## config.mk

```make
export PLATFORM = sky130hd
export DESIGN_NAME = display_mode_window_ctrl
export DESIGN_NICKNAME = d
export VERILOG_FILES = /design/src/include/display_mode_window_pkg.sv /design/src/cfg_serial_slave.sv /design/src/display_mode_window_ctrl.sv
export SDC_FILE = /design/constraint.sdc
export NUM_CORES = 1
export LEC_CHECK = 0
export BUFFER_PORTS_ARGS = -buffer_cell sky130_fd_sc_hd__buf_2
export CAP_MARGIN = 10
export CORE_MARGIN = 1
export CORE_UTILIZATION = 33
export DETAILED_ROUTE_END_ITERATION = 12
export PLACE_DENSITY = 0.47
export SLEW_MARGIN = 20
export SYNTH_ARGS = -nofsm -noshare
export SYNTH_HDL_FRONTEND = slang
export SYNTH_SLANG_ARGS = --single-unit
export TNS_END_PERCENT = 20
```

## constraint.sdc

```tcl
create_clock -name clock -period 12.3 [get_ports clock]
set_input_delay 1.23 -clock clock [delete_from_list [all_inputs] [get_ports clock]]
set_output_delay 1.23 -clock clock [all_outputs]
set_load 0.05 [all_outputs]
```

## src/include/display_mode_window_pkg.sv

```systemverilog
// constants and types for the display mode and window control block
package display_mode_window_pkg;
    localparam int DATA_W = 8;
    localparam int ROW_W = 11;
    localparam int SETTLE_W = 21;

    localparam logic [7:0] ADDR_DISPLAY_MODE = 8'h02;
    localparam logic [7:0] ADDR_TOP_OFFSET = 8'h03;
    localparam logic [7:0] ADDR_BOTTOM_OFFSET = 8'h04;
    localparam logic [7:0] ADDR_RAMP_CTRL = 8'h05;
    localparam logic [7:0] ADDR_RAMP_CM = 8'h06;
    localparam logic [7:0] ADDR_RAMP_TRIM = 8'h07;
    localparam logic [7:0] ADDR_EXT_RAMP = 8'h08;
    localparam logic [7:0] ADDR_SPARE = 8'h09;
    localparam logic [7:0] ADDR_PIXEL_BIAS = 8'h0A;
    localparam logic [7:0] ADDR_GAMMA = 8'h0B;

    localparam logic [7:0] RESET_DISPLAY_MODE = 8'h20;
    localparam logic [7:0] DISPLAY_MODE_MASK = 8'h3F;
    localparam logic [7:0] RESET_TOP_OFFSET = 8'h06;
    localparam logic [7:0] RESET_BOTTOM_OFFSET = 8'h06;
    localparam logic [7:0] RESET_RAMP_CTRL = 8'h10;
    localparam logic [7:0] RESET_RAMP_CM = 8'h44;
    localparam logic [7:0] RESET_RAMP_TRIM = 8'h00;
    localparam logic [7:0] RESET_EXT_RAMP = 8'h20;
    localparam logic [1:0] RESET_SPARE = 2'h0;
    localparam logic [1:0] RESET_PIXEL_BIAS = 2'h1;
    localparam logic [3:0] RESET_GAMMA = 4'h8;

    localparam int BIT_DISPLAY_OFF = 5;
    localparam int BIT_STEREO = 4;
    localparam int BIT_DOUBLED = 3;
    localparam int BIT_SCAN_TYPE = 2;
    localparam int BIT_VDIR = 1;
    localparam int BIT_HDIR = 0;
    localparam int RAISE_HI = 7;
    localparam int RAISE_LO = 4;
    localparam int LOWER_HI = 3;
    localparam int LOWER_LO = 0;
    localparam int BIAS_W = 2;
    localparam int GAMMA_W = 4;
    localparam int BIT_GAMMA_RANGE = 3;
    localparam int CURRENT_HI = 2;

    localparam int PHYS_ROWS = 1036;
    localparam logic [ROW_W-1:0] LAST_PHYS_ROW = 11'h40B;
    localparam logic [ROW_W-1:0] ROW_MAX = 11'h7FF;

    localparam int PIN_VSYNC = 0;
    localparam int PIN_HSYNC = 1;
    localparam int PIN_ENABLE = 2;
    localparam int PIN_COUNT = 3;

    // serial device address, value arbitrary
    localparam logic [6:0] DEVICE_ADDR = 7'h4C;
    localparam logic [3:0] BYTE_BITS = 4'h8;
    localparam logic [3:0] BYTE_LAST = 4'h7;

    localparam int GAMMA_SETTLE_MS = 10;
    localparam int CLOCK_KHZ = 125000;
    localparam int GAMMA_SETTLE_COUNT = GAMMA_SETTLE_MS * CLOCK_KHZ;

    typedef enum logic [2:0] {
        SER_IDLE = 3'b000,
        SER_ADDR = 3'b001,
        SER_ACK_ADDR = 3'b010,
        SER_WRITE = 3'b011,
        SER_ACK_WRITE = 3'b100,
        SER_READ = 3'b101,
        SER_ACK_READ = 3'b110
    } serial_state_type;
endpackage

```

## src/cfg_serial_slave.sv

```systemverilog
// serial configuration port slave with register pointer
`timescale 1ns/100ps
module cfg_serial_slave (
    input wire logic clock,
    input wire logic rstSync_n,
    input wire logic sclIn,
    input wire logic sdaIn,
    output logic sdaOut,
    output logic sdaOe,
    output logic [display_mode_window_pkg::DATA_W-1:0] regAddr,
    output logic [display_mode_window_pkg::DATA_W-1:0] wrData,
    output logic wrStrobe,
    input wire logic [display_mode_window_pkg::DATA_W-1:0] rdData
);
    import display_mode_window_pkg::*;

    logic [2:0] sclSync_reg;
    logic [2:0] sdaSync_reg;
    logic sclLevel_reg;
    logic sdaLevel_reg;
    logic sclNew, sdaNew, sclRise, sclFall, startSeen, stopSeen;
    serial_state_type state_reg;
    logic [DATA_W-1:0] shift_reg;
    logic [3:0] bitCount_reg;
    logic readMode_reg;
    logic pointerNext_reg;

    assign sdaOut = 1'h0;
    assign sclNew = (sclSync_reg[1] == sclSync_reg[2]) ?
                    sclSync_reg[2] : sclLevel_reg;
    assign sdaNew = (sdaSync_reg[1] == sdaSync_reg[2]) ?
                    sdaSync_reg[2] : sdaLevel_reg;
    assign sclRise = sclNew && !sclLevel_reg;
    assign sclFall = !sclNew && sclLevel_reg;
    assign startSeen = sclLevel_reg && sclNew && sdaLevel_reg && !sdaNew;
    assign stopSeen = sclLevel_reg && sclNew && !sdaLevel_reg && sdaNew;

    always_ff @(posedge clock or negedge rstSync_n) begin
        if (!rstSync_n) begin
            sclSync_reg <= 3'h7;
            sdaSync_reg <= 3'h7;
            sclLevel_reg <= 1'h1;
            sdaLevel_reg <= 1'h1;
        end else begin
            sclSync_reg <= {sclSync_reg[1:0], sclIn};
            sdaSync_reg <= {sdaSync_reg[1:0], sdaIn};
            sclLevel_reg <= sclNew;
            sdaLevel_reg <= sdaNew;
        end
    end

    always_ff @(posedge clock or negedge rstSync_n) begin
        if (!rstSync_n) begin
            state_reg <= SER_IDLE;
            shift_reg <= '0;
            bitCount_reg <= '0;
            readMode_reg <= 1'h0;
            pointerNext_reg <= 1'h0;
            sdaOe <= 1'h0;
            regAddr <= '0;
            wrData <= '0;
            wrStrobe <= 1'h0;
        end else begin
            wrStrobe <= 1'h0;
            // pointer advances after each byte written
            if (wrStrobe) begin
                regAddr <= regAddr + 8'h01;
            end
            if (startSeen) begin
                state_reg <= SER_ADDR;
                bitCount_reg <= '0;
                sdaOe <= 1'h0;
            end else if (stopSeen) begin
                state_reg <= SER_IDLE;
                sdaOe <= 1'h0;
            end else begin
                case (state_reg)
                    SER_ADDR, SER_WRITE: begin
                        if (sclRise) begin
                            shift_reg <= {shift_reg[DATA_W-2:0], sdaNew};
                            bitCount_reg <= bitCount_reg + 4'h1;
                        end else if (sclFall && bitCount_reg == BYTE_BITS) begin
                            bitCount_reg <= '0;
                            if (state_reg == SER_WRITE) begin
                                sdaOe <= 1'h1;
                                state_reg <= SER_ACK_WRITE;
                                if (pointerNext_reg) begin
                                    regAddr <= shift_reg;
                                    pointerNext_reg <= 1'h0;
                                end else begin
                                    wrData <= shift_reg;
                                    wrStrobe <= 1'h1;
                                end
                            end else if (shift_reg[DATA_W-1:1] == DEVICE_ADDR)
                            begin
                                sdaOe <= 1'h1;
                                readMode_reg <= shift_reg[0];
                                pointerNext_reg <= !shift_reg[0];
                                state_reg <= SER_ACK_ADDR;
                            end else begin
                                state_reg <= SER_IDLE;
                            end
                        end
                    end
                    SER_ACK_ADDR, SER_ACK_WRITE, SER_ACK_READ: begin
                        if (state_reg == SER_ACK_READ && sclRise && sdaNew) begin
                            state_reg <= SER_IDLE;
                        end else if (sclFall) begin
                            if (readMode_reg) begin
                                shift_reg <= rdData;
                                sdaOe <= !rdData[DATA_W-1];
                                bitCount_reg <= '0;
                                regAddr <= regAddr + 8'h01;
                                state_reg <= SER_READ;
                            end else begin
                                sdaOe <= 1'h0;
                                state_reg <= SER_WRITE;
                            end
                        end
                    end
                    SER_READ: begin
                        if (sclFall && bitCount_reg == BYTE_LAST) begin
                            sdaOe <= 1'h0;
                            state_reg <= SER_ACK_READ;
                        end else if (sclFall) begin
                            shift_reg <= {shift_reg[DATA_W-2:0], 1'h0};
                            sdaOe <= !shift_reg[DATA_W-2];
                            bitCount_reg <= bitCount_reg + 4'h1;
                        end
                    end
                    default: begin
                        sdaOe <= 1'h0;
                    end
                endcase
            end
        end
    end
endmodule

```

## src/display_mode_window_ctrl.sv

```systemverilog
// display mode, scan control and active window configuration block
// What this block does
// - display-off bit resets to 1; panel stays dark until host clears it
// - stereo bit picks normal display or frame-sequential stereo scanning
// - stereo mode forces progressive scan regardless of scan-type bit
// - enable captured on VSYNC falling edge, applied to the following frame
// - inactive captured enable in stereo holds old frame, refuses new video
// - resolution bit selects doubled mode repeating each line and pixel
// - scan-type bit selects progressive at 0, interlaced at 1
// - vertical direction bit scans top-down at 0, bottom-up at 1
// - horizontal direction bit scans left-right at 0, right-left at 1
// - top and bottom offsets, reset 06, place window in 1036 rows
// - lower top or higher bottom offset moves window up equally
// - ramp trim holds raise nibble in 7-4, lower nibble in 3-0
// - pixel bias: 00 off, 01 half nanoamp at reset, 10 one nanoamp
// - gamma range bit: 0 full range, 1 half range at reset
// - gamma current: code 0 is reference over 128, doubling per code
// - enable polarity input: 0 active low, 1 active high
`timescale 1ns/100ps
module display_mode_window_ctrl #(
    parameter int GAMMA_SETTLE_CYCLES =
        display_mode_window_pkg::GAMMA_SETTLE_COUNT
) (
    input wire logic clock,
    input wire logic reset_n,
    input wire logic sclIn,
    input wire logic sdaIn,
    output logic sdaOut,
    output logic sdaOe,
    input wire logic vsyncIn,
    input wire logic hsyncIn,
    input wire logic stereoEnableIn,
    input wire logic stereoEnableActiveHigh,
    output logic panelOn,
    output logic stereoMode,
    output logic frameAccept,
    output logic holdFrame,
    output logic doubledMode,
    output logic interlacedScan,
    output logic fieldOdd,
    output logic rowReverse,
    output logic pixelReverse,
    output logic [display_mode_window_pkg::ROW_W-1:0] firstActiveRow,
    output logic [display_mode_window_pkg::ROW_W-1:0] lastActiveRow,
    output logic [display_mode_window_pkg::ROW_W-1:0] scanRow,
    output logic rowValid,
    output logic [3:0] rampMaxRaise,
    output logic [3:0] rampMaxLower,
    output logic [1:0] pixelBias,
    output logic gammaOutRange,
    output logic [2:0] gammaSenseCurrent,
    output logic gammaSettled
);
    import display_mode_window_pkg::*;

    localparam logic [SETTLE_W-1:0] SETTLE_LOAD =
        SETTLE_W'(GAMMA_SETTLE_CYCLES);

    logic [1:0] resetPipe_reg;
    logic rstSync_n;
    logic [2:0] pinSync_reg [PIN_COUNT];
    logic [PIN_COUNT-1:0] pinLevel_reg;
    logic [PIN_COUNT-1:0] pinNew;
    logic [PIN_COUNT-1:0] pinIn;
    logic vsyncFall, hsyncRise;

    logic [DATA_W-1:0] regAddr, wrData, rdData;
    logic wrStrobe;

    logic [DATA_W-1:0] displayMode_reg;
    logic [DATA_W-1:0] topOffset_reg;
    logic [DATA_W-1:0] bottomOffset_reg;
    logic [DATA_W-1:0] rampCtrl_reg;
    logic [DATA_W-1:0] ramp_cm_reserved_reg;
    logic [DATA_W-1:0] rampTrim_reg;
    logic [DATA_W-1:0] extRamp_reg;
    logic [BIAS_W-1:0] spare_reg;
    logic [BIAS_W-1:0] pixelBias_reg;
    logic [GAMMA_W-1:0] gamma_reg;

    logic enableCaptured_reg;
    logic fieldOdd_reg;
    logic [ROW_W-1:0] lineIndex_reg;
    logic [ROW_W-1:0] rowDistance;
    logic [ROW_W-1:0] windowSpan;
    logic [ROW_W-1:0] rowTarget;
    logic [ROW_W-1:0] scanRow_reg;
    logic rowValid_reg;
    logic [SETTLE_W-1:0] settleCount_reg;

    function automatic logic writeHit(input logic [DATA_W-1:0] addr);
        return wrStrobe && (regAddr == addr);
    endfunction

    function automatic logic [DATA_W-1:0] readReg(
        input logic [DATA_W-1:0] addr
    );
        logic [DATA_W-1:0] value;
        value = '0;
        if (addr == ADDR_DISPLAY_MODE) begin
            value = displayMode_reg;
        end else if (addr == ADDR_TOP_OFFSET) begin
            value = topOffset_reg;
        end else if (addr == ADDR_BOTTOM_OFFSET) begin
            value = bottomOffset_reg;
        end else if (addr == ADDR_RAMP_CTRL) begin
            value = rampCtrl_reg;
        end else if (addr == ADDR_RAMP_CM) begin
            value = ramp_cm_reserved_reg;
        end else if (addr == ADDR_RAMP_TRIM) begin
            value = rampTrim_reg;
        end else if (addr == ADDR_EXT_RAMP) begin
            value = extRamp_reg;
        end else if (addr == ADDR_SPARE) begin
            value = DATA_W'(spare_reg);
        end else if (addr == ADDR_PIXEL_BIAS) begin
            value = DATA_W'(pixelBias_reg);
        end else if (addr == ADDR_GAMMA) begin
            value = DATA_W'(gamma_reg);
        end
        return value;
    endfunction

    // reset release through two flops
    always_ff @(posedge clock or negedge reset_n) begin
        if (!reset_n) begin
            resetPipe_reg <= 2'h0;
        end else begin
            resetPipe_reg <= {resetPipe_reg[0], 1'h1};
        end
    end
    assign rstSync_n = resetPipe_reg[1];

    // video pins: three flops, level moves once stages two and three agree
    assign pinIn[PIN_VSYNC] = vsyncIn;
    assign pinIn[PIN_HSYNC] = hsyncIn;
    assign pinIn[PIN_ENABLE] = stereoEnableIn;

    for (genvar i = 0; i < PIN_COUNT; i++) begin : g_pin
        assign pinNew[i] = (pinSync_reg[i][1] == pinSync_reg[i][2]) ?
                           pinSync_reg[i][2] : pinLevel_reg[i];
        always_ff @(posedge clock or negedge rstSync_n) begin
            if (!rstSync_n) begin
                pinSync_reg[i] <= 3'h0;
                pinLevel_reg[i] <= 1'h0;
            end else begin
                pinSync_reg[i] <= {pinSync_reg[i][1:0], pinIn[i]};
                pinLevel_reg[i] <= pinNew[i];
            end
        end
    end

    assign vsyncFall = pinLevel_reg[PIN_VSYNC] && !pinNew[PIN_VSYNC];
    assign hsyncRise = !pinLevel_reg[PIN_HSYNC] && pinNew[PIN_HSYNC];

    cfg_serial_slave u_serial (
        .clock(clock),
        .rstSync_n(rstSync_n),
        .sclIn(sclIn),
        .sdaIn(sdaIn),
        .sdaOut(sdaOut),
        .sdaOe(sdaOe),
        .regAddr(regAddr),
        .wrData(wrData),
        .wrStrobe(wrStrobe),
        .rdData(rdData)
    );

    assign rdData = readReg(regAddr);

    // register file written from the serial port
    always_ff @(posedge clock or negedge rstSync_n) begin
        if (!rstSync_n) begin
            displayMode_reg <= RESET_DISPLAY_MODE;
            topOffset_reg <= RESET_TOP_OFFSET;
            bottomOffset_reg <= RESET_BOTTOM_OFFSET;
            rampCtrl_reg <= RESET_RAMP_CTRL;
            ramp_cm_reserved_reg <= RESET_RAMP_CM;
            rampTrim_reg <= RESET_RAMP_TRIM;
            extRamp_reg <= RESET_EXT_RAMP;
            spare_reg <= RESET_SPARE;
            pixelBias_reg <= RESET_PIXEL_BIAS;
            gamma_reg <= RESET_GAMMA;
        end else if (writeHit(ADDR_DISPLAY_MODE)) begin
            displayMode_reg <= wrData & DISPLAY_MODE_MASK;
        end else if (writeHit(ADDR_TOP_OFFSET)) begin
            topOffset_reg <= wrData;
        end else if (writeHit(ADDR_BOTTOM_OFFSET)) begin
            bottomOffset_reg <= wrData;
        end else if (writeHit(ADDR_RAMP_CTRL)) begin
            rampCtrl_reg <= wrData;
        end else if (writeHit(ADDR_RAMP_CM)) begin
            ramp_cm_reserved_reg <= wrData;
        end else if (writeHit(ADDR_RAMP_TRIM)) begin
            rampTrim_reg <= wrData;
        end else if (writeHit(ADDR_EXT_RAMP)) begin
            extRamp_reg <= wrData;
        end else if (writeHit(ADDR_SPARE)) begin
            spare_reg <= wrData[BIAS_W-1:0];
        end else if (writeHit(ADDR_PIXEL_BIAS)) begin
            pixelBias_reg <= wrData[BIAS_W-1:0];
        end else if (writeHit(ADDR_GAMMA)) begin
            gamma_reg <= wrData[GAMMA_W-1:0];
        end
    end

    // mode decode
    assign panelOn = !displayMode_reg[BIT_DISPLAY_OFF];
    assign stereoMode = displayMode_reg[BIT_STEREO];
    assign doubledMode = displayMode_reg[BIT_DOUBLED];
    assign interlacedScan = displayMode_reg[BIT_SCAN_TYPE] && !stereoMode;
    assign rowReverse = displayMode_reg[BIT_VDIR];
    assign pixelReverse = displayMode_reg[BIT_HDIR];

    assign rampMaxRaise = rampTrim_reg[RAISE_HI:RAISE_LO];
    assign rampMaxLower = rampTrim_reg[LOWER_HI:LOWER_LO];
    assign pixelBias = pixelBias_reg;
    assign gammaOutRange = gamma_reg[BIT_GAMMA_RANGE];
    assign gammaSenseCurrent = gamma_reg[CURRENT_HI:0];

    // window placement inside the physical rows
    assign firstActiveRow = ROW_W'(topOffset_reg);
    assign lastActiveRow = LAST_PHYS_ROW - ROW_W'(bottomOffset_reg);

    // stereo enable caught on vsync fall; holds for the whole next frame
    always_ff @(posedge clock or negedge rstSync_n) begin
        if (!rstSync_n) begin
            enableCaptured_reg <= 1'h0;
        end else if (vsyncFall) begin
            enableCaptured_reg <= pinNew[PIN_ENABLE];
        end
    end

    assign frameAccept = !stereoMode ||
        (enableCaptured_reg == stereoEnableActiveHigh);
    assign holdFrame = !frameAccept;

    // field alternates per frame while interlaced
    always_ff @(posedge clock or negedge rstSync_n) begin
        if (!rstSync_n) begin
            fieldOdd_reg <= 1'h0;
        end else if (vsyncFall) begin
            if (interlacedScan) begin
                fieldOdd_reg <= !fieldOdd_reg;
            end else begin
                fieldOdd_reg <= 1'h0;
            end
        end
    end
    assign fieldOdd = fieldOdd_reg;

    // incoming line count within the frame
    always_ff @(posedge clock or negedge rstSync_n) begin
        if (!rstSync_n) begin
            lineIndex_reg <= '0;
        end else if (vsyncFall) begin
            lineIndex_reg <= '0;
        end else if (hsyncRise && lineIndex_reg != ROW_MAX) begin
            lineIndex_reg <= lineIndex_reg + 11'h001;
        end
    end

    // doubled lines and interlaced fields both step two rows per line
    always_comb begin
        if (doubledMode || interlacedScan) begin
            rowDistance = {lineIndex_reg[ROW_W-2:0],
                           interlacedScan && fieldOdd_reg};
        end else begin
            rowDistance = lineIndex_reg;
        end
        windowSpan = lastActiveRow - firstActiveRow;
        if (rowReverse) begin
            rowTarget = lastActiveRow - rowDistance;
        end else begin
            rowTarget = firstActiveRow + rowDistance;
        end
    end

    // row to be written for the line now arriving
    always_ff @(posedge clock or negedge rstSync_n) begin
        if (!rstSync_n) begin
            scanRow_reg <= '0;
            rowValid_reg <= 1'h0;
        end else if (vsyncFall) begin
            rowValid_reg <= 1'h0;
        end else if (hsyncRise) begin
            scanRow_reg <= rowTarget;
            rowValid_reg <= frameAccept && panelOn &&
                            (rowDistance <= windowSpan);
        end
    end
    assign scanRow = scanRow_reg;
    assign rowValid = rowValid_reg;

    // gamma sensor settle timer, restarted by any write to its register
    always_ff @(posedge clock or negedge rstSync_n) begin
        if (!rstSync_n) begin
            settleCount_reg <= SETTLE_LOAD;
        end else if (writeHit(ADDR_GAMMA)) begin
            settleCount_reg <= SETTLE_LOAD;
        end else if (settleCount_reg != '0) begin
            settleCount_reg <= settleCount_reg - 21'h000001;
        end
    end
    assign gammaSettled = (settleCount_reg == '0);
endmodule

```

-- Word level (Yosys, flattened, before mapping)
Cells that the tools add are included.
- register bits: 165
- input bits: 8
- logic and storage cells: 262
- $add $sub $neg: 8
- $lt $le $gt $ge: 1
- equal/unequal tests: 47
- mux-type cells: 84
- bitwise operators: 15
- reduce and logical (&&, ||, !) cells: 71
- operators with widths (operator ; count):
    two-way mux 8 bit ; 23
    two-way mux 4 bit ; 12
    two-way mux 11 bit ; 4
    two-way mux 21 bit ; 2
    equality test 8 x 3 -> 1 bit, second input constant ; 4
    equality test 8 x 4 -> 1 bit, second input constant ; 4
    logical AND 1 bit ; 28
    two-way mux 1 bit ; 28
    two-way mux 3 bit ; 9
    one-hot mux 8 bit (3 select lines) ; 1
    logical NOT 21 bit ; 1
    AND reduction 7 bit ; 3
    nonzero test 21 bit ; 1
    subtractor 21 x 1 -> 21 bit, second input constant ; 1
    AND reduction 6 bit ; 3
    AND reduction 9 bit ; 2
    equality test 8 x 2 -> 1 bit, second input constant ; 2
    inequality test 4 x 1 -> 1 bit, second input constant ; 4
    one-hot mux 8 bit (2 select lines) ; 1
    AND reduction 8 bit ; 2
    inequality test 5 x 1 -> 1 bit, second input constant ; 3
    inverter 1 bit ; 15
    logical NOT 1 bit ; 13
    one-hot mux 4 bit (3 select lines) ; 1
    other kinds (37) ; 59

-- Longest topological paths before layout
Gate-level depths: netlist of run 1.
- depth in word-level cells: 18
- depth in mapped cells: 16
- mapped depth without buffers: 16

-- By module
A second synthesis of run 1 with hierarchy kept.
- cell total of the unflattened synthesis: 1010
- area total of the unflattened synthesis: 9850.7 sq um
- by module, submodules not included (module ; instances ; cells an instance ; area each (sq um)):
    display_mode_window_ctrl ; 1 ; 745 ; 7328.3
    cfg_serial_slave ; 1 ; 265 ; 2522.4

-- Worst setup path before layout of run 1
Ideal clock, no wire load.
- kind: register to register
- start point: register bottomOffset_reg[2]
- end point: register rowValid_reg, in the netlist rowValid
- arrival: 3.629 ns
- setup slack: 8.530 ns
- cell stages (with the launch flop): 15
- path buffers: 0
- path through: dfstp_2 ha_1 xor2_1 ha_1 and2_1 a311oi_1 or3_1 nand2_1 ha_1 nand3_1 nor2_1 o21ai_0 and3_1 a21oi_1 o41ai_1
- cells in the longest elaborated chain, start to end: 6
- ends and longest elaborated chain (item ; line ; text):
    start: declaration ; display_mode_window_ctrl.sv:72 ; logic [DATA_W-1:0] bottomOffset_reg;
    start signal: assignment ; display_mode_window_ctrl.sv:189 ; bottomOffset_reg <= wrData;
    subtractor 11 x 8 -> 11 bit ; display_mode_window_ctrl.sv:223 ; assign lastActiveRow = LAST_PHYS_ROW - ROW_W'(bottomOffset_reg);
    net lastActiveRow (one bit) ; display_mode_window_ctrl.sv:44 ; output logic [display_mode_window_pkg::ROW_W-1:0] lastActiveRow,
    subtractor 11 x 8 -> 11 bit ; display_mode_window_ctrl.sv:271 ; windowSpan = lastActiveRow - firstActiveRow;
    less-or-equal comparator 11 bit ; display_mode_window_ctrl.sv:289 ; (rowDistance <= windowSpan);
    logical AND 1 bit ; display_mode_window_ctrl.sv:288 ; rowValid_reg <= frameAccept && panelOn &&
    two-way mux 1 bit ; display_mode_window_ctrl.sv:286 ; end else if (hsyncRise) begin
    two-way mux 1 bit ; display_mode_window_ctrl.sv:284 ; end else if (vsyncFall) begin
    end signal: assignment ; display_mode_window_ctrl.sv:288 ;
    end: declaration ; display_mode_window_ctrl.sv:88 ; logic rowValid_reg;
The timed path passes the listed nets, and every way through them passes these cells. The select of a mux whose other input is x is not followed.
A chain may end at the register's enable or synchronous reset.

-- Worst setup path in the final report of run 1
- start point: register settleCount_reg[11]
- end point: output port gammaSettled
- cells in the longest elaborated chain, start to end: 1
- ends and longest elaborated chain (item ; line ; text):
    start: declaration ; display_mode_window_ctrl.sv:89 ; logic [SETTLE_W-1:0] settleCount_reg;
    start signal: assignment ; display_mode_window_ctrl.sv:302 ; settleCount_reg <= settleCount_reg - 21'h000001;
    logical NOT 21 bit ; display_mode_window_ctrl.sv:305 ; assign gammaSettled = (settleCount_reg == '0);
    end: declaration ; display_mode_window_ctrl.sv:52 ; output logic gammaSettled
No other way between the ends.

==> results.sh, run 1 <==
export IMPL_min_from="resetPipe_reg[0]"
export IMPL_synthCells=1042
export IMPL_dp_hpwl_um=21200
export IMPL_yosysWarnings=0
export IMPL_grt_pass1_vias=7902
export IMPL_largest_reg_flops=21
export IMPL_syn_area_um2=9920
export IMPL_die_h_um=175
export IMPL_fin_crit_sh_pct=32.3
export IMPL_dr_pass1_iters=5
export IMPL_gp_congestion=0.830
export IMPL_synth_top_cell_area_share_pct=34.8
export IMPL_startpoint_type="flip-flop"
export IMPL_area_growth_pct=12.3
export IMPL_pre_cts_slack_ns=8.66
export IMPL_clk_pin_slew_ns=0.07
export IMPL_synthFlopType="dfrtp_1"
export IMPL_ioPinCount=68
export IMPL_cts_tree="done"
export IMPL_finalWirelength_um=28700
export IMPL_critical_path_class="flip-flop to output port"
export IMPL_ant_nets=0
export IMPL_core_um2=29600
export IMPL_antenna_found_initial=0
export IMPL_drc=0
export IMPL_min_to="resetPipe_reg[1]"
export IMPL_rrSetupSlack_ns=8.61
export IMPL_fillers=3040
export IMPL_drive_gt1_share_pct=19.0
export IMPL_hold_viol=0
export IMPL_yosysSeqAreaShare_pct=42.0
export IMPL_post_cts_resized=0
export IMPL_clk_latency_ns=0.44
export IMPL_max_freq_mhz=252
export IMPL_critPathArrivalTime_ns=2.75
export IMPL_rsz0062_at_grt="false"
export IMPL_critPathMaxStageDelay_ns=0.54
export IMPL_required_ns=11.07
export IMPL_rows=63
export IMPL_status="completed"
export IMPL_p_leak_nw=5.12
export IMPL_place_area_um2=10600
export IMPL_syn_avg_cell_area_um2=9.52
export IMPL_setup_slack_ns=8.32
export IMPL_crit_buf_inv=2
export IMPL_endpoint_kind="output port"
export IMPL_slowest_stage="or4_4"
export IMPL_synthTopCellsByArea="dfrtp_1 (35%), mux2_2 (7.5%), dfstp_2 (7.2%)"
export IMPL_r2r_end="scanRow[10]"
export IMPL_setup_viol=0
export IMPL_finalSetupTns_ns=0
export IMPL_post_drt_wl_per_cell_um=19.3
export IMPL_cts_setup_buffers=0
export IMPL_grt_first_pass_wirelength_um=45900
export IMPL_synth_edf_count=0
export IMPL_cp_top_family="simple AND/OR/NAND/NOR gates"
export IMPL_drt_vias_per_instance=5.40
export IMPL_fp_dieArea_um2=30800
export IMPL_yosys_area_top_type="dfrtp_1"
export IMPL_clock_sinks=165
export IMPL_power_density_nw_per_um2=119
export IMPL_whs_ns=0.350
export IMPL_maxSlewViolCount=0
export IMPL_synth_seq_cells=165
export IMPL_slew_headroom_pct=28.5
export IMPL_portBuffers=63
export IMPL_ys_types=74
export IMPL_cap_violations=0
export IMPL_r2r_start="displayMode_reg[4]"
export IMPL_r2r_cells=11
export IMPL_grtUsageTotal_pct=19.5
export IMPL_ctsHoldBuffers=0
export IMPL_fin_area_um2=11100
export IMPL_path_cells="or4_4, or4_4, or3_1, clkinv_4, buf_2"
export IMPL_grt_start_max_net_pins=61
export IMPL_nets=1140
export IMPL_ir_drop_v=0.0000956
export IMPL_via_count=8020
export IMPL_numCtsBuffers=17
export IMPL_hold_path_class="flip-flop to flip-flop"
export IMPL_cp_common_cell="or4_4"
export IMPL_drt_initial_drc_count=536
export IMPL_diodes=0
export IMPL_worst_pin_slew_ns=1.07
export IMPL_root_buffer="clkbuf_16"
export IMPL_final_cells=1486
export IMPL_die_x_um=175
export IMPL_dp_cells=1454
export IMPL_grt_overflow_total=0
export IMPL_start_util_pct=33.5
export IMPL_cts_max_level=4
export IMPL_async_flop_share_pct=100
export IMPL_cts_buffer_depth=2
export IMPL_crit_fanout=8
export IMPL_period_minus_slack_ns=3.98
export IMPL_hold_path_depth=0
export IMPL_skew_ns=0.0131
-- cells in the final DEF, fill, tap and decap left out, types with 17 or more instances in the layout --
| cell type | Yosys | final |
|---|---|---|
| nor3_1 | 23 | 22 |
| dfrtp_1 | 138 | 137 |
| xor2_1 | 22 | 22 |
| buf_2 | 4 | 63 |
| and3_1 | 17 | 17 |
| nor2_1 | 67 | 67 |
| dfstp_2 | 27 | 27 |
| mux2_2 | 66 | 66 |
| o21ai_0 | 68 | 68 |
| a21oi_1 | 47 | 47 |
| nand3_1 | 30 | 30 |
| or3_1 | 18 | 18 |
| a21o_1 | 17 | 17 |
| xnor2_1 | 27 | 27 |
| clkbuf_16 | 0 | 17 |
| inv_1 | 53 | 53 |
| nand2_1 | 103 | 103 |
| ha_1 | 46 | 46 |
-- kinds of logic after synthesis --
family / Yosys count / share of synthesized area [%]
mux: 72 / 8.10
simple gates: 345 / 17.5
xor+xnor: 49 / 4.33
compound gates: 249 / 16.7
other cells: 2 / 0.0757
buf+inv: 106 / 4.45
flops: 165 / 42.0
fa+ha+maj: 54 / 6.91
-- layout make-up --
type | instances | area (µm²) | area share (%)
multi-input combinational | 774 | 5330 | 47.9
sequential | 165 | 4170 | 37.4
tap | 390 | 488 | 4.38
clock buffer | 22 | 444 | 3.99
timing repair buffer | 71 | 375 | 3.37
inverter | 54 | 208 | 1.87
clock inverter | 10 | 123 | 1.10
-- report_power, final --
group	switching [mW]	leakage [nW]	total, mW	internal [mW]
combinational	0.111	2.70	0.170	0.0583
clock	0.234	0.266	0.535	0.301
sequential	0.0433	2.15	0.617	0.574
total	0.388	5.12	1.32	0.933
-- how the worst max path moves through the flow --
stage                        startpoint                   to  slack (ns)  depth (start not counted)
floorplan              resetPipe_reg[1]  bottomOffset_reg[0]        7.41                          0
global placement    bottomOffset_reg[2]             rowValid        8.69                         14
detailed placement   displayMode_reg[4]          scanRow[10]        8.66                         11
CTS                 settleCount_reg[11]         gammaSettled        8.29                          5
global route         settleCount_reg[3]         gammaSettled        8.20                          5
finish              settleCount_reg[11]         gammaSettled        8.32                          5
-- per-stage QoR --
stage | power [mW] | utilization, %
final | 1.32 | 37.6
after global routing | 1.39 | 37.6
after detailed placement | 0.798 | 35.7
after CTS | 1.35 | 37.6
after global placement | 0.797 | 35.7
after floorplan | 0.740 | -
-- cells in the mapped netlist (7+ instances only) --
cell type	n
nor3_1	23
a311oi_1	7
or3_1	18
a221oi_1	7
xnor2_1	27
nor2b_1	14
ha_1	46
xor2_1	22
a31oi_1	8
nor4_1	11
and3_1	17
nand3_1	30
a21o_1	17
o41ai_1	7
dfrtp_1	138
o21a_1	9
mux2_2	66
nor2_1	67
a21oi_1	47
dfstp_2	27
clkbuf_1	38
a211oi_1	10
nand2b_1	15
nand2_1	103
o31ai_1	8
o21ai_0	68
nand4_1	10
inv_1	53
-- routing by layer --
layer,vias up,GRT usage (%),part of all wire (%)
met5,-,0,0
met4,0,6.16,1.7
met3,27,4.03,4.4
met2,190,31.1,47
met1,3955,26.3,47
li1,3848,-,-
(Power assumes the default switching activity.)
==> inputs of run 2 (changes only) <==
PLACE_DENSITY = 0.48   (was 0.47)
clock period = 3.6 ns   (was 12.3 ns; I/O delays follow)
==> run 2 against run 1 <==
The run now ends with design-rule violations left. Cell count rose by 2.4%. Global-route usage fell by 0.13 points. Clock skew fell by 0.0023 ns. Critical path type is now flip-flop to flip-flop. Critical endpoint is now rowValid. Clock power rose to 3.2 times the previous value.
==> results.sh, run 2 (synthesis gave the netlist of run 1 again) <==
export IMPL_p_leak_nw=5.29
export IMPL_grt_start_max_net_pins=80
export IMPL_route_met3_wl_um=853
export IMPL_finalWirelength_um=28600
export IMPL_gp_congestion=0.849
export IMPL_layout_common_cells="dfrtp_1 (137), nand2_1 (103), o21ai_0 (67)"
export IMPL_violations="design-rule violations"
export IMPL_slowest_stage="dfrtp_1"
export IMPL_antenna_found_initial=0
export IMPL_nets=1175
export IMPL_fillers=3052
export IMPL_period_minus_slack_ns=3.36
export IMPL_setup_slack_ns=0.243
export IMPL_drive_gt1_share_pct=22.1
export IMPL_dp_hpwl_um=21500
export IMPL_portBuffers=63
export IMPL_max_freq_mhz=298
export IMPL_die_h_um=175
export IMPL_largest_reg_flops=21
export IMPL_drt_initial_drc_count=477
export IMPL_met2_length_um=14000
export IMPL_pre_cts_slack_ns=0.168
export IMPL_cp_top_family="simple AND/OR/NAND/NOR gates"
export IMPL_start_util_pct=33.5
export IMPL_grt_first_pass_wirelength_um=46000
export IMPL_startpoint_type="flip-flop"
export IMPL_skew_ns=0.0108
export IMPL_critical_path_class="flip-flop to flip-flop"
export IMPL_via_count=8105
export IMPL_area_growth_pct=15.0
export IMPL_clk_latency_ns=0.44
export IMPL_die_x_um=175
export IMPL_grt_pass1_vias=8138
export IMPL_cts_max_level=4
export IMPL_endpoint_kind="flip-flop"
export IMPL_rows=63
export IMPL_path_cells="ha_1, nor3_1, xnor2_1, ha_1, or3_1, a311oi_2, or3_1, nand2_1, ha_1, nand3_1, nor2_2, o21ai_0, and3_1, a21oi_1, o41ai_1"
export IMPL_ioPinCount=68
export IMPL_critPathArrivalTime_ns=3.65
export IMPL_setup_viol=0
export IMPL_fp_dieArea_um2=30800
export IMPL_maxSlewViolCount=0
export IMPL_grt_overflow_total=0
export IMPL_clock_sinks=165
export IMPL_post_drt_wl_per_cell_um=18.8
export IMPL_hold_viol=0
export IMPL_drt_met1_wl_um=13300
export IMPL_hold_path_class="primary input to flip-flop"
export IMPL_cap_violations=0
export IMPL_clk_pin_slew_ns=0.07
export IMPL_drt_vias_per_instance=5.33
export IMPL_fin_crit_sh_pct=93.2
export IMPL_crit_buf_inv=0
export IMPL_required_ns=3.90
export IMPL_critPathMaxStageDelay_ns=0.45
export IMPL_core_um2=29600
export IMPL_root_buffer="clkbuf_16"
export IMPL_ir_drop_v=0.000348
export IMPL_grtUsageTotal_pct=19.3
export IMPL_total_power_mw=4.41
export IMPL_cts_buffer_depth=2
export IMPL_routed_top_layer="met4"
export IMPL_finalSetupTns_ns=0
export IMPL_cp_common_cell="ha_1"
export IMPL_mostFrequentLayoutCell="dfrtp_1"
export IMPL_crit_fanout=5
export IMPL_diodes=0
export IMPL_ant_nets=0
export IMPL_status="finished with violations"
export IMPL_dr_pass1_iters=9
export IMPL_power_density_nw_per_um2=386
export IMPL_worst_pin_slew_ns=0.955
export IMPL_slew_headroom_pct=36.3
export IMPL_cts_tree="done"
export IMPL_drc=2
export IMPL_numCtsBuffers=17
-- run 2: cell types whose count changed in the layout (fill, tap and decap cells not counted), sizes merged --
cell and change:
buf +34, bufinv -2, clkbuf -3, clkinv +2, clkinvlp +1, dlygate4sd3 +1, inv +2
-- run 2: through the flow --
step	cells	cell area [µm²]	hold slack (ns)	util, %
floorplan	1045	9930	0.0644	-
global placement	1486	10800	0.147	36.5
detailed placement	1486	10800	0.149	36.5
CTS	1519	11400	0.0103	38.4
global route	1521	11400	0.00890	38.5
finish	1521	11400	0.0269	38.5
-- run 2: worst paths after layout --
check,cells after the start,startpoint,to,slack (ns)
setup / recovery,15,bottomOffset_reg[3],rowValid,0.24
hold / removal,1,sclIn,u_serial.sclSync_reg[0],0.03
max in group asynchronous,1,resetPipe_reg[1],extRamp_reg[5],2.21
hold reg to reg,0,resetPipe_reg[0],resetPipe_reg[1],0.35
min in group asynchronous,2,reset_n,resetPipe_reg[1],0.23
setup reg to reg,15,bottomOffset_reg[3],rowValid,0.24
-- run 2: layout make-up --
| cell class | count | area, µm² | share of cell area, % |
|---|---|---|---|
| Inverter | 54 | 208 | 1.82 |
| Clock buffer | 19 | 433 | 3.79 |
| Multi-Input combinational cell | 774 | 5360 | 47.0 |
| Timing Repair Buffer | 106 | 653 | 5.72 |
| Sequential cell | 165 | 4170 | 36.5 |
| Clock inverter | 13 | 100 | 0.877 |
| Tap cell | 390 | 488 | 4.28 |
-- run 2: report_power, final --
group / leakage, nW / internal [mW] / total [mW] / switching, mW
Sequential: 2.15 / 1.96 / 2.10 / 0.140
Clock: 0.252 / 0.893 / 1.72 / 0.829
Combinational: 2.88 / 0.203 / 0.584 / 0.381
Total: 5.29 / 3.06 / 4.41 / 1.35
-- run 2: routing by layer --
metal  vias up  track usage, %
li1       3931               -
met2       154            32.2
met5         -               0
met3        28            2.58
met1      3992            25.8
met4         0            6.20
-- run 2: what timing repair did --
item | 4_1_cts | 5_1_grt
setup endpoints to repair | 0 | 1
hold buffers | 1 | 0
endpoints found under the hold margin | 2 | 0
buffers inserted | 0 | 2
gates resized for setup | 0 | 7
-- run 2: worst reg2reg max path, cell delays in order, from the launching register on --
cell      delay [ns]
dfrtp_1         0.45
ha_1            0.23
nor3_1          0.31
xnor2_1         0.13
ha_1            0.24
or3_1           0.33
a311oi_2        0.28
or3_1           0.16
nand2_1         0.05
ha_1            0.29
nand3_1         0.11
nor2_2          0.15
o21ai_0         0.09
and3_1          0.19
a21oi_1         0.14
o41ai_1         0.07
==> inputs of run 3 (changes only) <==
CTS_BUF_LIST = sky130_fd_sc_hd__clkbuf_2 sky130_fd_sc_hd__clkbuf_4 sky130_fd_sc_hd__clkbuf_8   (was default)
clock period = 2.9 ns   (was 3.6 ns; I/O delays follow)
==> run 3 against run 2 <==
Register-to-register slack worse by 0.54 ns. Cell area rose by 5.7%. Critical path depth shrank 1. Combinational power increased by 38%. The flow finishes with violations (design-rule violations, negative setup slack). Core utilization increased by 2.2 points. Sequential share of layout area shrank 2.0 points. Cell count is 6.0% higher. Non-clock buffer count up 91. Critical path type unchanged. Clock power down 5%.
==> results.sh, run 3 (synthesis gave the netlist of run 1 again) <==
export IMPL_grtUsageTotal_pct=19.7
export IMPL_crit_buf_inv=1
export IMPL_drive_gt1_share_pct=29.0
export IMPL_finalWirelength_um=29500
export IMPL_numCtsBuffers=17
export IMPL_crit_fanout=3
export IMPL_period_minus_slack_ns=3.20
export IMPL_setup_slack_ns=-0.298
export IMPL_hold_path_class="primary input to asynchronous set/reset pin"
export IMPL_post_drt_wl_per_cell_um=18.3
export IMPL_die_x_um=175
export IMPL_startpoint_type="flip-flop"
export IMPL_required_ns=3.28
export IMPL_clk_pin_slew_ns=0.10
export IMPL_power_density_nw_per_um2=418
export IMPL_fp_dieArea_um2=30800
export IMPL_core_um2=29600
export IMPL_maxSlewViolCount=0
export IMPL_ant_nets=0
export IMPL_area_growth_pct=21.6
export IMPL_hold_viol=0
export IMPL_rsz0062_at_grt="true"
export IMPL_diodes=0
export IMPL_largest_reg_flops=21
export IMPL_cts_tree="done"
export IMPL_critical_path_class="flip-flop to flip-flop"
export IMPL_seq_power_share_pct=51.5
export IMPL_worst_pin_slew_ns=1.03
export IMPL_antenna_found_initial=0
export IMPL_p_sw_mw=1.66
export IMPL_drt_vias_per_instance=5.21
export IMPL_dp_hpwl_um=22400
export IMPL_start_util_pct=33.5
export IMPL_cts_max_level=4
export IMPL_layout_common_cells="dfrtp_1 (137), buf_4 (125), nand2_1 (103)"
export IMPL_via_count=8392
export IMPL_ir_drop_v=0.000369
export IMPL_p_int_mw=3.38
export IMPL_critPathMaxStageDelay_ns=0.55
export IMPL_fin_area_um2=12100
export IMPL_violations="design-rule violations, negative setup slack"
export IMPL_slowest_stage="dfstp_2"
export IMPL_endpoint_kind="flip-flop"
export IMPL_drt_initial_drc_count=467
export IMPL_grt_overflow_total=0
export IMPL_dr_pass1_iters=9
export IMPL_combPwrFrac_pct=16.0
export IMPL_grt_pass1_vias=8325
export IMPL_critPathArrivalTime_ns=3.57
export IMPL_nets=1266
export IMPL_status="finished with violations"
export IMPL_p_leak_nw=5.71
export IMPL_cp_top_family="compound AO/OA/AOI/OAI gates"
export IMPL_drc=2
export IMPL_clk_latency_ns=0.48
export IMPL_mostFrequentLayoutCell="dfrtp_1"
export IMPL_place_area_um2=11500
export IMPL_clock_sinks=165
export IMPL_grt_start_max_net_pins=68
export IMPL_ioPinCount=68
export IMPL_rows=63
export IMPL_portBuffers=63
export IMPL_gp_congestion=0.888
export IMPL_cts_buffer_depth=2
export IMPL_power_frac_clock_pct=32.6
export IMPL_slew_headroom_pct=31.2
export IMPL_die_h_um=175
export IMPL_setup_viol=2
export IMPL_whs_ns=0.113
export IMPL_skew_ns=0.0197
export IMPL_switching_share_pct=32.9
export IMPL_root_buffer="clkbuf_8"
export IMPL_path_cells="ha_2, nor3_2, xnor2_1, ha_1, or3_1, a311oi_2, buf_4, o31ai_1, xor2_1, ha_1, nand4_1, o31ai_1, a21oi_1, o41ai_1"
export IMPL_max_freq_mhz=313
export IMPL_fillers=3027
export IMPL_cap_violations=0
export IMPL_grt_first_pass_wirelength_um=46900
export IMPL_fin_crit_sh_pct=110
==> run 3: cell types whose count changed in the layout (fill, tap and decap cells not counted), sizes merged <==
cell         previous run  this run
buf                   105       191
dlygate4sd3             1         6
clkinv                  5         7
clkinvlp                4         2
==> run 3: power by group through the flow <==
stage / clock network (mW) / registers [mW] / logic [mW]
3_3_place_gp: 0 / 2.64 / 0.792
5_1_grt: 1.80 / 2.62 / 0.901
3_5_place_dp: 0 / 2.64 / 0.796
4_1_cts: 1.72 / 2.60 / 0.809
6_report: 1.64 / 2.59 / 0.805
2_1_floorplan: 0 / 2.70 / 0.440
==> run 3: per-layer routing <==
layer  global-route usage (%)  routed length, µm
met1                     26.4              13900
met2                     32.8              14000
met5                        0                  0
met3                     3.29               1010
met4                     5.54                603
==> run 3: worst register-to-register path, delay by kind of cell, from the launching register on <==
family / cells / cell delay, ns
AO/OA/AOI/OAI: 5 / 0.86
adder cells (fa/ha/maj): 3 / 0.74
flip-flops: 1 / 0.55
AND/OR/NAND/NOR: 3 / 0.48
XOR/XNOR: 2 / 0.29
buffers and inverters: 1 / 0.17
==> run 3: path summary, 6_finish.rpt <==
path	from	to	slack, ns	cells after the start
min reg2reg	resetPipe_reg[1]	settleCount_reg[11]	0.30	0
min in group clock	stereoEnableActiveHigh	rowValid	0.30	5
min	reset_n	resetPipe_reg[1]	0.11	2
max	bottomOffset_reg[2]	rowValid	-0.30	14
max in group asynchronous	resetPipe_reg[1]	bottomOffset_reg[1]	1.80	1
max reg2reg	bottomOffset_reg[2]	rowValid	-0.30	14
==> run 3: per-stage QoR <==
| stage | utilization, % | power, mW | cells | worst slack (ns) | setup TNS [ns] |
|---|---|---|---|---|---|
| floorplan | - | 3.14 | 1045 | -0.870 | -5.67 |
| global placement | 38.8 | 3.43 | 1574 | -0.294 | -0.431 |
| detailed placement | 38.8 | 3.43 | 1574 | -0.408 | -0.597 |
| CTS | 40.5 | 5.12 | 1612 | -0.251 | -0.360 |
| global route | 40.7 | 5.31 | 1612 | -0.491 | -1.27 |
| finish | 40.7 | 5.04 | 1612 | -0.298 | -0.443 |
==> run 3: final cells by class <==
| cell class | instances | area [µm²] | share of cell area, % |
|---|---|---|---|
| Inverter | 54 | 208 | 1.72 |
| Multi-Input combinational cell | 774 | 5440 | 45.1 |
| Clock buffer | 19 | 255 | 2.12 |
| Tap cell | 390 | 488 | 4.05 |
| Timing Repair Buffer | 197 | 1380 | 11.4 |
| Clock inverter | 13 | 118 | 0.975 |
| Sequential cell | 165 | 4170 | 34.6 |
==> run 3: timing repair <==
item	CTS	global route
pin swaps	4	1
hold buffers	6	0
setup endpoints to repair	4	10
endpoints found under the hold margin	7	0
gates resized for setup	16	15
cloned	0	0
setup buffers	0	0
